### config.mk
export PLATFORM = sky130hd
export DESIGN_NAME = dpllc_pin_ctrl
export DESIGN_NICKNAME = d
export VERILOG_FILES = /design/src/dpllc_pkg.sv /design/src/dpllc_pin_ctrl.sv
export VERILOG_INCLUDE_DIRS = /design/src /design/src/src
export SDC_FILE = /design/constraint.sdc
export NUM_CORES = 1
export LEC_CHECK = 0
export BUFFER_PORTS_ARGS = -buffer_cell sky130_fd_sc_hd__buf_2
export CAP_MARGIN = 10
export CORE_ASPECT_RATIO = 0.7
export CORE_MARGIN = 2
export CORE_UTILIZATION = 48
export CTS_CLUSTER_SIZE = 28
export DETAILED_ROUTE_END_ITERATION = 8
export PLACE_DENSITY = 0.73
export SLEW_MARGIN = 20
export SYNTH_ARGS = -nofsm -noshare
export SYNTH_HDL_FRONTEND = slang
export SYNTH_SLANG_ARGS = --single-unit
### constraint.sdc
create_clock -name CLOCK -period 4.2 [get_ports CLOCK]
set_input_delay 0.63 -clock CLOCK [delete_from_list [all_inputs] [get_ports CLOCK]]
set_output_delay 0.63 -clock CLOCK [all_outputs]
set_load 0.005 [all_outputs]
### src/dpllc_defs.svh
// register offsets, field positions, reset values and timing counts
`ifndef DPLLC_DEFS_SVH
`define DPLLC_DEFS_SVH
`define DPLLC_CLK_NS 100
`define DPLLC_FP8K_NS 125000
`define DPLLC_FP8K_CYC (`DPLLC_FP8K_NS / `DPLLC_CLK_NS)
`define DPLLC_FP2K_NS 500000
`define DPLLC_FP2K_CYC (`DPLLC_FP2K_NS / `DPLLC_CLK_NS)
`define DPLLC_SYNC_MIN_NS 5
`define DPLLC_SYNC_MIN_CYC (((`DPLLC_SYNC_MIN_NS + `DPLLC_CLK_NS - 1) / `DPLLC_CLK_NS) < 1 ? 1 : \
  ((`DPLLC_SYNC_MIN_NS + `DPLLC_CLK_NS - 1) / `DPLLC_CLK_NS))
`define DPLLC_RST_MIN_NS 300
`define DPLLC_ACT_WIN_CYC 64
`define DPLLC_LOCK_CYC 8192
`define DPLLC_OFS_CTRL 8'h00
`define DPLLC_OFS_STATUS 8'h04
`define DPLLC_OFS_SDH_FREQ 8'h08
`define DPLLC_OFS_PROG_FREQ 8'h0c
`define DPLLC_OFS_DIFF_FREQ 8'h10
`define DPLLC_OFS_FP_STYLE 8'h14
`define DPLLC_OFS_INT_STAT 8'h18
`define DPLLC_OFS_INT_MASK 8'h1c
`define DPLLC_CTRL_AUTO 0
`define DPLLC_CTRL_MREF_LO 1
`define DPLLC_CTRL_MREF_HI 2
`define DPLLC_CTRL_MODE 3
`define DPLLC_CTRL_DIFF_EN 4
`define DPLLC_CTRL_RST 5'h01
`define DPLLC_PROG_2K_BIT 15
`define DPLLC_PROG_MULT_MAX 14'h25f8
`define DPLLC_PROG_FREQ_RST 16'h0100
`define DPLLC_FP_STYLE_RST 4'h0
`define DPLLC_INT_MASK_RST 4'h0
`define DPLLC_INT_LOCK 0
`define DPLLC_INT_HOLD 1
`define DPLLC_INT_REFSW 2
`define DPLLC_INT_LOSS 3
`endif

### src/dpllc_pkg.sv
// types shared by the pin-level control block
package dpllc_pkg;
  typedef enum logic [2:0] {
    DPLLC_SDH_6M48 = 3'h0,
    DPLLC_SDH_19M44 = 3'h1,
    DPLLC_SDH_25M92 = 3'h2,
    DPLLC_SDH_38M88 = 3'h3,
    DPLLC_SDH_51M84 = 3'h4,
    DPLLC_SDH_77M76 = 3'h5
  } dpllc_sdh_freq_e;
  typedef enum logic [2:0] {
    DPLLC_DIFF_19M44 = 3'h0,
    DPLLC_DIFF_38M88 = 3'h1,
    DPLLC_DIFF_77M76 = 3'h2,
    DPLLC_DIFF_155M52 = 3'h3,
    DPLLC_DIFF_311M04 = 3'h4,
    DPLLC_DIFF_622M08 = 3'h5
  } dpllc_diff_freq_e;
  typedef enum logic [1:0] {
    DPLLC_ST_FREERUN = 2'b00,
    DPLLC_ST_ACQUIRE = 2'b01,
    DPLLC_ST_LOCKED = 2'b10,
    DPLLC_ST_HOLDOVER = 2'b11
  } dpllc_state_e;
  typedef logic [1:0] dpllc_ref_t;
endpackage

### src/dpllc_pin_ctrl.sv
// pin-level control: reference selection, output generators, mode, diff enable, interrupt
// Operation
// - any of the three timing inputs is the source, chosen automatically or by a software register.
// - each frame align input pairs with its same-numbered timing input and takes a 50% clock or a pulse of 5 ns or more.
// - the telecom line clock is set to any SONET/SDH rate up to 77.76 MHz and starts at 77.76 MHz.
// - the telecom frame pulse has a settable style, follows the telecom line clock and starts at 8 kHz.
// - the programmable clock takes any multiple of 8 kHz up to 77.76 MHz or 2 kHz and starts at 2.048 MHz.
// - the programmable frame pulse has a settable style, follows the programmable clock and starts at 8 kHz.
// - the differential clock takes any SDH rate and starts at 622.08 MHz.
// - the block is held in reset while the reset input is asserted.
// - the mode strap level present at reset sets the default mode, Normal or Freerun.
// - after reset the mode follows changes of the strap pin or writes to the mode register.
// - the differential driver is on while its enable pin is high and tristated while low.
// - a software bit can also enable or disable the differential driver; here the driver is on only while both the pin and the bit are high.
// - the lock output is high once the loop is locked to the selected reference.
// - the holdover output is high while the loop is in holdover.
// - the open-drain active-low interrupt signals a change of status.
//
// Our own choices: the APB slave port and the address map.
`timescale 1ns/10ps
`include "dpllc_defs.svh"
module dpllc_pin_ctrl #(
  parameter int FP2K_CYC = `DPLLC_FP2K_CYC,
  parameter int LOCK_CYC = `DPLLC_LOCK_CYC
) (
  input wire logic CLOCK,
  input wire logic RST,
  input wire logic PSEL,
  input wire logic PENABLE,
  input wire logic PWRITE,
  input wire logic [7:0] PADDR,
  input wire logic [31:0] PWDATA,
  output logic [31:0] PRDATA,
  output logic PREADY,
  output logic PSLVERR,
  input wire logic TIMING_INPUT_ZERO,
  input wire logic TIMING_INPUT_ONE,
  input wire logic TIMING_INPUT_TWO,
  input wire logic FRAME_ALIGN_INPUT_ZERO,
  input wire logic FRAME_ALIGN_INPUT_ONE,
  input wire logic FRAME_ALIGN_INPUT_TWO,
  input wire logic MODE_STRAP,
  input wire logic DIFF_ENABLE,
  output dpllc_pkg::dpllc_ref_t SELECTED_REF,
  output dpllc_pkg::dpllc_sdh_freq_e TELECOM_CLK_FREQ,
  output logic TELECOM_FRAME_PULSE_OUT,
  output logic [15:0] PROG_CLK_FREQ,
  output logic PROGRAMMABLE_FRAME_PULSE_OUT,
  output dpllc_pkg::dpllc_diff_freq_e DIFF_CLK_FREQ,
  output logic DIFF_DRIVE_OE_N,
  output logic FREERUN_MODE,
  output logic LOCK_OUT,
  output logic HOLDOVER_OUT,
  output logic INT_N_O,
  output logic INT_N_OE_N
);
  import dpllc_pkg::*;

  logic [2:0] ref_in;
  logic [2:0] ref_prev;
  logic [2:0] sync_in;
  logic [2:0] sync_prev;
  logic [2:0] ref_active;
  logic [2:0] ref_active_prev;
  logic [6:0] act_cnt [3];
  logic auto_sel;
  dpllc_ref_t manual_ref;
  logic mode_freerun;
  logic diff_sw_en;
  logic strap_pending;
  logic strap_prev;
  dpllc_ref_t sel_ref;
  dpllc_ref_t next_sel_ref;
  dpllc_state_e state;
  dpllc_state_e next_state;
  logic [13:0] lock_cnt;
  logic [12:0] tfp_cnt;
  logic [12:0] pfp_cnt;
  logic [12:0] pfp_period;
  logic [3:0] fp_style;
  logic [3:0] int_stat;
  logic [3:0] int_mask;
  logic [3:0] int_event;
  logic sel_sync_edge;
  logic wr_en;
  logic rd_setup;
  logic addr_ok;

  // lowest-numbered active reference, or keep current one
  function automatic dpllc_ref_t first_active(input logic [2:0] act, input dpllc_ref_t cur);
    return act[0] ? 2'h0 : (act[1] ? 2'h1 : (act[2] ? 2'h2 : cur));
  endfunction

  // pulse level from counter and style: bit0 inverts, bit1 widens to two cycles
  function automatic logic fp_level(input logic [12:0] cnt, input logic [1:0] style);
    return (style[1] ? (cnt < 13'h0002) : (cnt == 13'h0000)) ^ style[0];
  endfunction
  function automatic logic addr_known(input logic [7:0] a);
    return (a[1:0] == 2'h0) && (a <= `DPLLC_OFS_INT_MASK);
  endfunction
  assign ref_in = {TIMING_INPUT_TWO, TIMING_INPUT_ONE, TIMING_INPUT_ZERO};
  assign sync_in = {FRAME_ALIGN_INPUT_TWO, FRAME_ALIGN_INPUT_ONE, FRAME_ALIGN_INPUT_ZERO};
  assign addr_ok = addr_known(PADDR);
  assign wr_en = PSEL && PENABLE && PWRITE && addr_ok;
  assign rd_setup = PSEL && !PENABLE && !PWRITE;
  assign PREADY = PSEL && PENABLE;
  assign PSLVERR = PSEL && PENABLE && !addr_ok;

  // input history for edge detection
  always_ff @(posedge CLOCK or posedge RST) begin
    if (RST) begin
      ref_prev <= 3'h0;
      sync_prev <= 3'h0;
      ref_active_prev <= 3'h0;
    end else begin
      ref_prev <= ref_in;
      sync_prev <= sync_in;
      ref_active_prev <= ref_active;
    end
  end

  // activity monitor per reference: any edge within the window keeps it active
  for (genvar i = 0; i < 3; i++) begin : g_act
    always_ff @(posedge CLOCK or posedge RST) begin
      if (RST) begin
        act_cnt[i] <= 7'h00;
        ref_active[i] <= 1'b0;
      end else if (ref_in[i] != ref_prev[i]) begin
        act_cnt[i] <= 7'(`DPLLC_ACT_WIN_CYC);
        ref_active[i] <= 1'b1;
      end else if (act_cnt[i] != 7'h00) begin
        act_cnt[i] <= act_cnt[i] - 7'h01;
      end else begin
        ref_active[i] <= 1'b0;
      end
    end
  end

  // sync of the selected reference realigns the frame pulses; a pulse of one sample suffices
  assign sel_sync_edge = sync_in[sel_ref] && !sync_prev[sel_ref];

  // reference selection
  always_comb begin
    next_sel_ref = sel_ref;
    if (!auto_sel) begin
      next_sel_ref = manual_ref;
    end else if (!ref_active[sel_ref]) begin
      next_sel_ref = first_active(ref_active, sel_ref);
    end
  end

  always_ff @(posedge CLOCK or posedge RST) begin
    if (RST) begin
      sel_ref <= 2'h0;
    end else if (next_sel_ref != 2'h3) begin
      sel_ref <= next_sel_ref;
    end
  end

  // mode: strap caught at first edge after release, then pin changes or register writes
  always_ff @(posedge CLOCK or posedge RST) begin
    if (RST) begin
      strap_pending <= 1'b1;
      strap_prev <= 1'b0;
      mode_freerun <= 1'b0;
    end else begin
      strap_prev <= MODE_STRAP;
      if (strap_pending) begin
        strap_pending <= 1'b0;
        mode_freerun <= !MODE_STRAP;
      end else if (MODE_STRAP != strap_prev) begin
        mode_freerun <= !MODE_STRAP;
      end else if (wr_en && PADDR == `DPLLC_OFS_CTRL) begin
        mode_freerun <= PWDATA[`DPLLC_CTRL_MODE];
      end
    end
  end

  // loop state
  always_comb begin
    next_state = state;
    case (state)
      DPLLC_ST_FREERUN: begin
        if (!mode_freerun) begin
          next_state = DPLLC_ST_ACQUIRE;
        end
      end
      DPLLC_ST_ACQUIRE: begin
        if (mode_freerun) begin
          next_state = DPLLC_ST_FREERUN;
        end else if (lock_cnt == 14'(LOCK_CYC - 1)) begin
          next_state = DPLLC_ST_LOCKED;
        end
      end
      DPLLC_ST_LOCKED: begin
        if (mode_freerun) begin
          next_state = DPLLC_ST_FREERUN;
        end else if (!ref_active[sel_ref]) begin
          next_state = DPLLC_ST_HOLDOVER;
        end else if (next_sel_ref != sel_ref) begin
          next_state = DPLLC_ST_ACQUIRE;
        end
      end
      DPLLC_ST_HOLDOVER: begin
        if (mode_freerun) begin
          next_state = DPLLC_ST_FREERUN;
        end else if (ref_active[sel_ref]) begin
          next_state = DPLLC_ST_ACQUIRE;
        end
      end
      default: begin
        next_state = DPLLC_ST_FREERUN;
      end
    endcase
  end

  always_ff @(posedge CLOCK or posedge RST) begin
    if (RST) begin
      state <= DPLLC_ST_FREERUN;
    end else begin
      state <= next_state;
    end
  end

  // acquisition timer, cleared on reference loss or change
  always_ff @(posedge CLOCK or posedge RST) begin
    if (RST) begin
      lock_cnt <= 14'h0000;
    end else if (state != DPLLC_ST_ACQUIRE || !ref_active[sel_ref] || next_sel_ref != sel_ref) begin
      lock_cnt <= 14'h0000;
    end else if (lock_cnt != 14'(LOCK_CYC - 1)) begin
      lock_cnt <= lock_cnt + 14'h0001;
    end
  end

  // status pins
  always_ff @(posedge CLOCK or posedge RST) begin
    if (RST) begin
      LOCK_OUT <= 1'b0;
      HOLDOVER_OUT <= 1'b0;
      SELECTED_REF <= 2'h0;
      FREERUN_MODE <= 1'b0;
    end else begin
      LOCK_OUT <= next_state == DPLLC_ST_LOCKED;
      HOLDOVER_OUT <= next_state == DPLLC_ST_HOLDOVER;
      SELECTED_REF <= sel_ref;
      FREERUN_MODE <= mode_freerun;
    end
  end

  // control register
  always_ff @(posedge CLOCK or posedge RST) begin
    if (RST) begin
      auto_sel <= 1'b1;
      manual_ref <= 2'h0;
      diff_sw_en <= 1'b1;
    end else if (wr_en && PADDR == `DPLLC_OFS_CTRL) begin
      auto_sel <= PWDATA[`DPLLC_CTRL_AUTO];
      manual_ref <= PWDATA[`DPLLC_CTRL_MREF_HI:`DPLLC_CTRL_MREF_LO];
      diff_sw_en <= PWDATA[`DPLLC_CTRL_DIFF_EN];
    end
  end

  // frequency and style settings, defaults on reset
  always_ff @(posedge CLOCK or posedge RST) begin
    if (RST) begin
      TELECOM_CLK_FREQ <= DPLLC_SDH_77M76;
      PROG_CLK_FREQ <= `DPLLC_PROG_FREQ_RST;
      DIFF_CLK_FREQ <= DPLLC_DIFF_622M08;
      fp_style <= `DPLLC_FP_STYLE_RST;
    end else if (wr_en) begin
      if (PADDR == `DPLLC_OFS_SDH_FREQ && PWDATA[2:0] <= 3'(DPLLC_SDH_77M76)) begin
        TELECOM_CLK_FREQ <= dpllc_sdh_freq_e'(PWDATA[2:0]);
      end
      if (PADDR == `DPLLC_OFS_PROG_FREQ && (PWDATA[`DPLLC_PROG_2K_BIT] ||
          (PWDATA[13:0] != 14'h0000 && PWDATA[13:0] <= `DPLLC_PROG_MULT_MAX))) begin
        PROG_CLK_FREQ <= {PWDATA[15], 1'b0, PWDATA[13:0]};
      end
      if (PADDR == `DPLLC_OFS_DIFF_FREQ && PWDATA[2:0] <= 3'(DPLLC_DIFF_622M08)) begin
        DIFF_CLK_FREQ <= dpllc_diff_freq_e'(PWDATA[2:0]);
      end
      if (PADDR == `DPLLC_OFS_FP_STYLE) begin
        fp_style <= PWDATA[3:0];
      end
    end
  end

  // programmable frame pulse period follows its clock: 2 kHz clock gives 2 kHz pulse
  assign pfp_period = PROG_CLK_FREQ[`DPLLC_PROG_2K_BIT] ? 13'(FP2K_CYC) : 13'(`DPLLC_FP8K_CYC);
  // frame pulse counters, realigned by the selected sync input
  always_ff @(posedge CLOCK or posedge RST) begin
    if (RST) begin
      tfp_cnt <= 13'h0000;
      pfp_cnt <= 13'h0000;
    end else if (sel_sync_edge) begin
      tfp_cnt <= 13'h0000;
      pfp_cnt <= 13'h0000;
    end else begin
      tfp_cnt <= (tfp_cnt >= 13'(`DPLLC_FP8K_CYC - 1)) ? 13'h0000 : tfp_cnt + 13'h0001;
      pfp_cnt <= (pfp_cnt >= pfp_period - 13'h0001) ? 13'h0000 : pfp_cnt + 13'h0001;
    end
  end

  always_ff @(posedge CLOCK or posedge RST) begin
    if (RST) begin
      TELECOM_FRAME_PULSE_OUT <= 1'b0;
      PROGRAMMABLE_FRAME_PULSE_OUT <= 1'b0;
    end else begin
      TELECOM_FRAME_PULSE_OUT <= fp_level(tfp_cnt, fp_style[1:0]);
      PROGRAMMABLE_FRAME_PULSE_OUT <= fp_level(pfp_cnt, fp_style[3:2]);
    end
  end

  // differential driver: pin and software bit both must enable it
  always_ff @(posedge CLOCK or posedge RST) begin
    if (RST) begin
      DIFF_DRIVE_OE_N <= 1'b1;
    end else begin
      DIFF_DRIVE_OE_N <= !(DIFF_ENABLE && diff_sw_en);
    end
  end

  // status events
  assign int_event[`DPLLC_INT_LOCK] = (next_state == DPLLC_ST_LOCKED) != (state == DPLLC_ST_LOCKED);
  assign int_event[`DPLLC_INT_HOLD] = (next_state == DPLLC_ST_HOLDOVER) != (state == DPLLC_ST_HOLDOVER);
  assign int_event[`DPLLC_INT_REFSW] = next_sel_ref != sel_ref && next_sel_ref != 2'h3;
  assign int_event[`DPLLC_INT_LOSS] = |(ref_active_prev & ~ref_active);

  // sticky status, write one to clear, set wins
  always_ff @(posedge CLOCK or posedge RST) begin
    if (RST) begin
      int_stat <= 4'h0;
    end else if (wr_en && PADDR == `DPLLC_OFS_INT_STAT) begin
      int_stat <= (int_stat & ~PWDATA[3:0]) | int_event;
    end else begin
      int_stat <= int_stat | int_event;
    end
  end

  always_ff @(posedge CLOCK or posedge RST) begin
    if (RST) begin
      int_mask <= `DPLLC_INT_MASK_RST;
    end else if (wr_en && PADDR == `DPLLC_OFS_INT_MASK) begin
      int_mask <= PWDATA[3:0];
    end
  end

  // open-drain interrupt: only ever pulls low
  assign INT_N_O = 1'b0;
  assign INT_N_OE_N = !(|(int_stat & int_mask));

  // read data captured in the setup cycle
  always_ff @(posedge CLOCK or posedge RST) begin
    if (RST) begin
      PRDATA <= 32'h0000_0000;
    end else if (rd_setup) begin
      case (PADDR)
        `DPLLC_OFS_CTRL: PRDATA <= {27'h0, diff_sw_en, mode_freerun, manual_ref, auto_sel};
        `DPLLC_OFS_STATUS: PRDATA <= {24'h0, ref_active, mode_freerun, HOLDOVER_OUT, LOCK_OUT, sel_ref};
        `DPLLC_OFS_SDH_FREQ: PRDATA <= {29'h0, TELECOM_CLK_FREQ};
        `DPLLC_OFS_PROG_FREQ: PRDATA <= {16'h0, PROG_CLK_FREQ};
        `DPLLC_OFS_DIFF_FREQ: PRDATA <= {29'h0, DIFF_CLK_FREQ};
        `DPLLC_OFS_FP_STYLE: PRDATA <= {28'h0, fp_style};
        `DPLLC_OFS_INT_STAT: PRDATA <= {28'h0, int_stat};
        `DPLLC_OFS_INT_MASK: PRDATA <= {28'h0, int_mask};
        default: PRDATA <= 32'h0000_0000;
      endcase
    end
  end

endmodule

==> results of run 1 <==
==> cell usage in the layout (no fill, tap or decap), types with 21 or more instances in the layout <==
cell     instances
dfrtp_1        131
conb_1          22
nor2_1          87
buf_2           83
xor2_1          28
inv_1           24
xnor2_1         21
nand2_1         43
mux2_2          22
nand3_1         28
==> per-stage QoR <==
| step | cells | util [%] | area (um^2) |
|---|---|---|---|
| 2_1_floorplan | 661 | - | 6990 |
| 3_3_place_gp | 899 | 53.4 | 7450 |
| 3_5_place_dp | 899 | 53.4 | 7450 |
| 4_1_cts | 931 | 58.3 | 8140 |
| 5_1_grt | 932 | 58.4 | 8150 |
| 6_report | 932 | 58.4 | 8150 |
==> worst register-to-register path, cell delays in order (launching register included) <==
cell      delay [ns]
dfrtp_1         0.51
inv_1           0.18
ha_1            0.22
or4_1           0.42
a211o_1         0.30
a41oi_1         0.22
o211ai_1        0.25
buf_2           0.27
nor2_1          0.11
==> layer usage <==
layer / vias up / share of wire [%] / GRT usage, % / routed length [um]
li1: 2397 / - / - / -
met1: 2525 / 47 / 30.1 / 7250
met2: 134 / 46 / 31.2 / 7170
met3: 25 / 6.1 / 5.35 / 958
met4: 0 / 1.3 / 6.73 / 206
met5: - / 0 / 0 / 0
==> area by class of cell <==
type                            instances  share of cell area, %
Clock buffer                           20                   5.60
Multi-Input combinational cell        459                   38.8
Inverter                               25                   1.20
Tap cell                              190                   2.92
Sequential cell                       140                   43.1
Timing Repair Buffer                   86                   5.53
Clock inverter                         12                   2.84
==> cell families after synthesis <==
kind of cell / Yosys count / synth area share, %
xor+xnor: 49 / 6.22
simple gates: 243 / 17.4
mux: 48 / 8.81
fa+ha+maj: 20 / 3.62
flops: 140 / 50.9
compound gates: 77 / 8.48
other cells: 1 / 0.0543
buf+inv: 62 / 4.53
==> power groups by stage <==
| stage | clock network [mW] | logic (mW) | registers, mW |
|---|---|---|---|
| after global routing | 1.84 | 0.724 | 1.66 |
| final | 1.75 | 0.633 | 1.64 |
| after floorplan | 0 | 0.514 | 1.61 |
| after CTS | 1.77 | 0.637 | 1.63 |
| after detailed placement | 0 | 0.635 | 1.66 |
| after global placement | 0 | 0.592 | 1.65 |
==> registers in the layout (all words and copies together) (netlist names), 4 cells and up <==
register,count
int_stat,4
fp_style,4
int_mask,4
pfp_cnt,13
tfp_cnt,13
act_cnt,21
PROG_CLK_FREQ,15
lock_cnt,14
PRDATA,15
==> final timing paths <==
kind | startpoint | end
worst max-delay path | PROG_CLK_FREQ[15] | pfp_cnt[1]
worst min-delay path | RST | act_cnt[16]
worst max register to register | PROG_CLK_FREQ[15] | pfp_cnt[1]
worst min register to register | diff_sw_en | DIFF_DRIVE_OE_N
max in group asynchronous | RST | DIFF_DRIVE_OE_N
min in group CLOCK | FRAME_ALIGN_INPUT_ONE | sync_prev[1]
==> summary.txt, run 1 <==
Final ANT Viol Nets: 0
core area: 0.0140 mm^2
Post-CTS Setup Repair Bufs: 0
io pins: 119
unrepaired setup endpoints after global routing: no
Die W: 147 um
Critical Path AT: 2.89 ns
CTS Buf Count: 17
Placement Setup Slack: 1.48 ns
final wirelength: 15600 um
DR iter-0 viols: 471
H-tree levels: 4
worst min path class: in -> async
hold_buf cts: 0
Cell Area, Synth: 0.00690 mm^2
cells along the critical path: inv_1 > ha_1 > or4_1 > a211o_1 > a41oi_1 > o211ai_1 > buf_2 > nor2_1
register share of total power: 40.7%
Sw Share: 27.3%
worst-path maximum fanout: 7
Skew-Pair Late Insertion Delay: 0.42 ns
number of flops mapped to enable cells by yosys: 0
setup-violating endpoint count in the final report: 0
max-slew violations: 0
GPL Wtd Cong: 0.841
vias: 5081
Crit path depth: 8
PD cells: 493 mW/mm^2
mean area per synthesized cell: 10.8 um^2
endpoints failing hold: 0
fmax: 0.393 GHz
Yosys top cell by area: dfrtp_1
power share of the clock group: 43.5%
Seq/Total Area, Yosys: 50.9%
Sink Count: 140
Via density: 5.45
DRC: 0
area of the multi-input gates: 0.00316 mm^2
Total Die Area: 0.0154 mm^2
clock root cell: clkbuf_16
post-synthesis cell count: 640
HPWL after DPL: 10900 um
Syn-to-layout area delta: 18.1%
global-route wire length before repair: 25600 um
Synth top area share: 47.5%
Combinational Power Share: 15.7%
yosys warns: 0
count leader, synth: dfrtp_1
clock tree buffer depth: 2
Resized cells post-CTS: 0
clock skew: 0.0134 ns
Layout fillers: 1132
VDD IR max: 0.274 mV
vias in the first global route: 5022
Pint: 2.92 mW
Site Rows: 36
gr ovfl total: 0
crit path capture type: flop
Reg area: 0.00351 mm^2
GRT Util Overall: 21.0%
# diodes: 0
CTS clk-pin slew, worst paths: 0.07 ns
startpoint types: flop
worst hold slack: 0.325 ns
Yosys cell types: 66
fin crit share: 60.6%
port bufs: 82
Worst Path Buf+Inv: 2
cell family with most CP delay: compound AO/OA/AOI/OAI gates
pin count of the biggest net entering global routing: 70
delay of the slowest critical-path stage: 0.51 ns
ys flop type: dfrtp_1
worst reg-to-reg setup slack: 1.66 ns
status: completed
wire per inst: 16.7 um
critical path type: reg -> reg
Pre-Repair DR Iteration Count: 5
Max Cap Viol: 0
Tightest Pin Transition: 0.730 ns
CTS tree: built
minimum clock period: 2.54 ns
Leak Pwr: 3.89 nW
R2R depth: 8
most common library cells after synthesis: dfrtp_1 (131), nor2_1 (87), nand2_1 (43), nand3_1 (28), xor2_1 (28)
Initial Util: 49.4%
setup TNS: 0 ns
slew margin rel.: 51.2%
Final nets: 802
Synth area leaders: dfrtp_1 (47%), nor2_1 (4.7%), ha_1 (3.6%)
initial antenna violation count: 0
Synth async-reset ratio: 100%
Crit path required time: 4.54 ns
setup slack after layout: 1.66 ns
Yosys reg bits: 140
CP max stage cell: dfrtp_1
Psw: 1.10 mW
power consumption: 4.02 mW
layout cells sized above 1: 23.0%
die height: 104 um
Power figures use the tool's default switching activity.
==> run 2: changes to the inputs <==
--- a/config.mk
+++ b/config.mk
@@ -13,7 +13,7 @@
 export CORE_UTILIZATION = 48
 export CTS_CLUSTER_SIZE = 28
 export DETAILED_ROUTE_END_ITERATION = 8
-export PLACE_DENSITY = 0.73
+export PLACE_DENSITY = 0.7
 export SLEW_MARGIN = 20
 export SYNTH_ARGS = -nofsm -noshare
 export SYNTH_HDL_FRONTEND = slang
==> constraint.sdc (replaced) <==
create_clock -name CLOCK -period 2.6 [get_ports CLOCK]
set_input_delay 0.39 -clock CLOCK [delete_from_list [all_inputs] [get_ports CLOCK]]
set_output_delay 0.39 -clock CLOCK [all_outputs]
set_load 0.005 [all_outputs]
==> summary.txt, run 2 (same netlist as run 1, synthesis figures left out) <==
status: completed
GPL Wtd Cong: 0.850
Largest register FFs: 21
# diodes: 0
most flop-heavy register: act_cnt
io pins: 119
port bufs: 82
commonest non-fill, non-tap cell in the layout: dfrtp_1
area of the multi-input gates: 0.00316 mm^2
Worst Path Buf+Inv: 2
clock skew: 0.00820 ns
fin area: 0.00816 mm^2
Max Cap Viol: 0
Total Die Area: 0.0154 mm^2
worst min path class: in -> async
critical path type: reg -> reg
Placement Setup Slack: 0.311 ns
Crit path depth: 8
setup TNS: 0 ns
Final ANT Viol Nets: 0
die height: 104 um
Initial Util: 49.4%
fmax: 0.441 GHz
wire per inst: 16.4 um
met3 Use GR: 4.91%
cell family with most CP delay: compound AO/OA/AOI/OAI gates
PD cells: 761 mW/mm^2
max-slew violations: 0
clock root cell: clkbuf_16
Site Rows: 36
GRT Util Overall: 20.8%
core area: 0.0140 mm^2
CTS tree: built
worst flop-to-flop path startpoint: PROG_CLK_FREQ[15]
hold_buf cts: 0
Resized cells post-CTS: 0
layout cells sized above 1: 23.9%
delay of the slowest critical-path stage: 0.42 ns
Post-CTS Setup Repair Bufs: 0
Critical R2R Capture: pfp_cnt[2]
Leak Pwr: 3.90 nW
power consumption: 6.21 mW
vias: 5130
Syn-to-layout area delta: 18.1%
Final nets: 810
Tightest Pin Transition: 0.704 ns
crit path capture type: flop
Skew-Pair Late Insertion Delay: 0.42 ns
CTS clk-pin slew, worst paths: 0.06 ns
Sink Count: 140
worst-path maximum fanout: 7
worst reg-to-reg setup slack: 0.33 ns
H-tree levels: 4
final wirelength: 15400 um
gr ovfl total: 0
most frequent cells in the layout: dfrtp_1 (131), nor2_1 (87), buf_2 (82), nand2_1 (43)
Pre-Repair DR Iteration Count: 5
slew margin rel.: 52.6%
global-route wire length before repair: 25300 um
vias in the first global route: 5083
R2R depth: 8
fin crit share: 87.3%
setup-violating endpoint count in the final report: 0
Layout fillers: 1152
Die W: 147 um
CP max stage cell: dfrtp_1
initial antenna violation count: 0
DRC: 0
DR iter-0 viols: 376
VDD IR max: 0.519 mV
setup slack after layout: 0.331 ns
met2 Use GR: 32.0%
Reg area: 0.00351 mm^2
Critical Path AT: 2.62 ns
unrepaired setup endpoints after global routing: no
GR peak layer: met2
Critical Path Start: PROG_CLK_FREQ[15]
startpoint types: flop
cells along the critical path: inv_1 > ha_1 > or4_1 > a211o_1 > a41oi_1 > o211ai_1 > buf_4 > nor2_1
minimum clock period: 2.27 ns
Via density: 5.46
Crit path required time: 2.95 ns
Post-Place Cell Area: 0.00754 mm^2
pin count of the biggest net entering global routing: 66
clock tree buffer depth: 2
top flop regs: act_cnt: 21 flops, PRDATA: 15 flops, PROG_CLK_FREQ: 15 flops
HPWL after DPL: 10900 um
endpoints failing hold: 0
CTS Buf Count: 17
met1 usage: 29.2%
-- run 2: worst max path at each step --
stage	end	slack [ns]
global placement	PROG_CLK_FREQ[9]	0.31
detailed placement	PROG_CLK_FREQ[5]	0.31
finish	pfp_cnt[2]	0.33
CTS	pfp_cnt[4]	0.34
floorplan	DIFF_CLK_FREQ[1]	0.47
global route	pfp_cnt[5]	0.24
-- run 2: power breakdown --
part	switching [mW]	internal, mW	leakage, nW
combinational	0.575	0.464	1.79
clock	1.00	1.53	0.291
sequential	0.232	2.41	1.81
-- run 2: area by class of cell --
cell class	instances	area share (%)
sequential	140	43.1
multi-input combinational	459	38.7
timing repair buffer	94	6.60
clock buffer	17	5.22
tap	190	2.91
clock inverter	15	2.30
inverter	25	1.20
-- run 2: layer usage --
metal / part of all wire (%) / wire, um
met1: 48 / 7340
met2: 46 / 7110
met3: 4.8 / 743
met4: 1.5 / 237
met5: 0 / 0
-- run 2: per-stage QoR --
stage	utilization [%]	hold slack, ns	instances
floorplan	-	0.352	661
global placement	54.0	0.441	908
detailed placement	54.0	0.443	908
CTS	58.4	0.0242	940
global route	58.4	0.0381	940
finish	58.4	0.0194	940
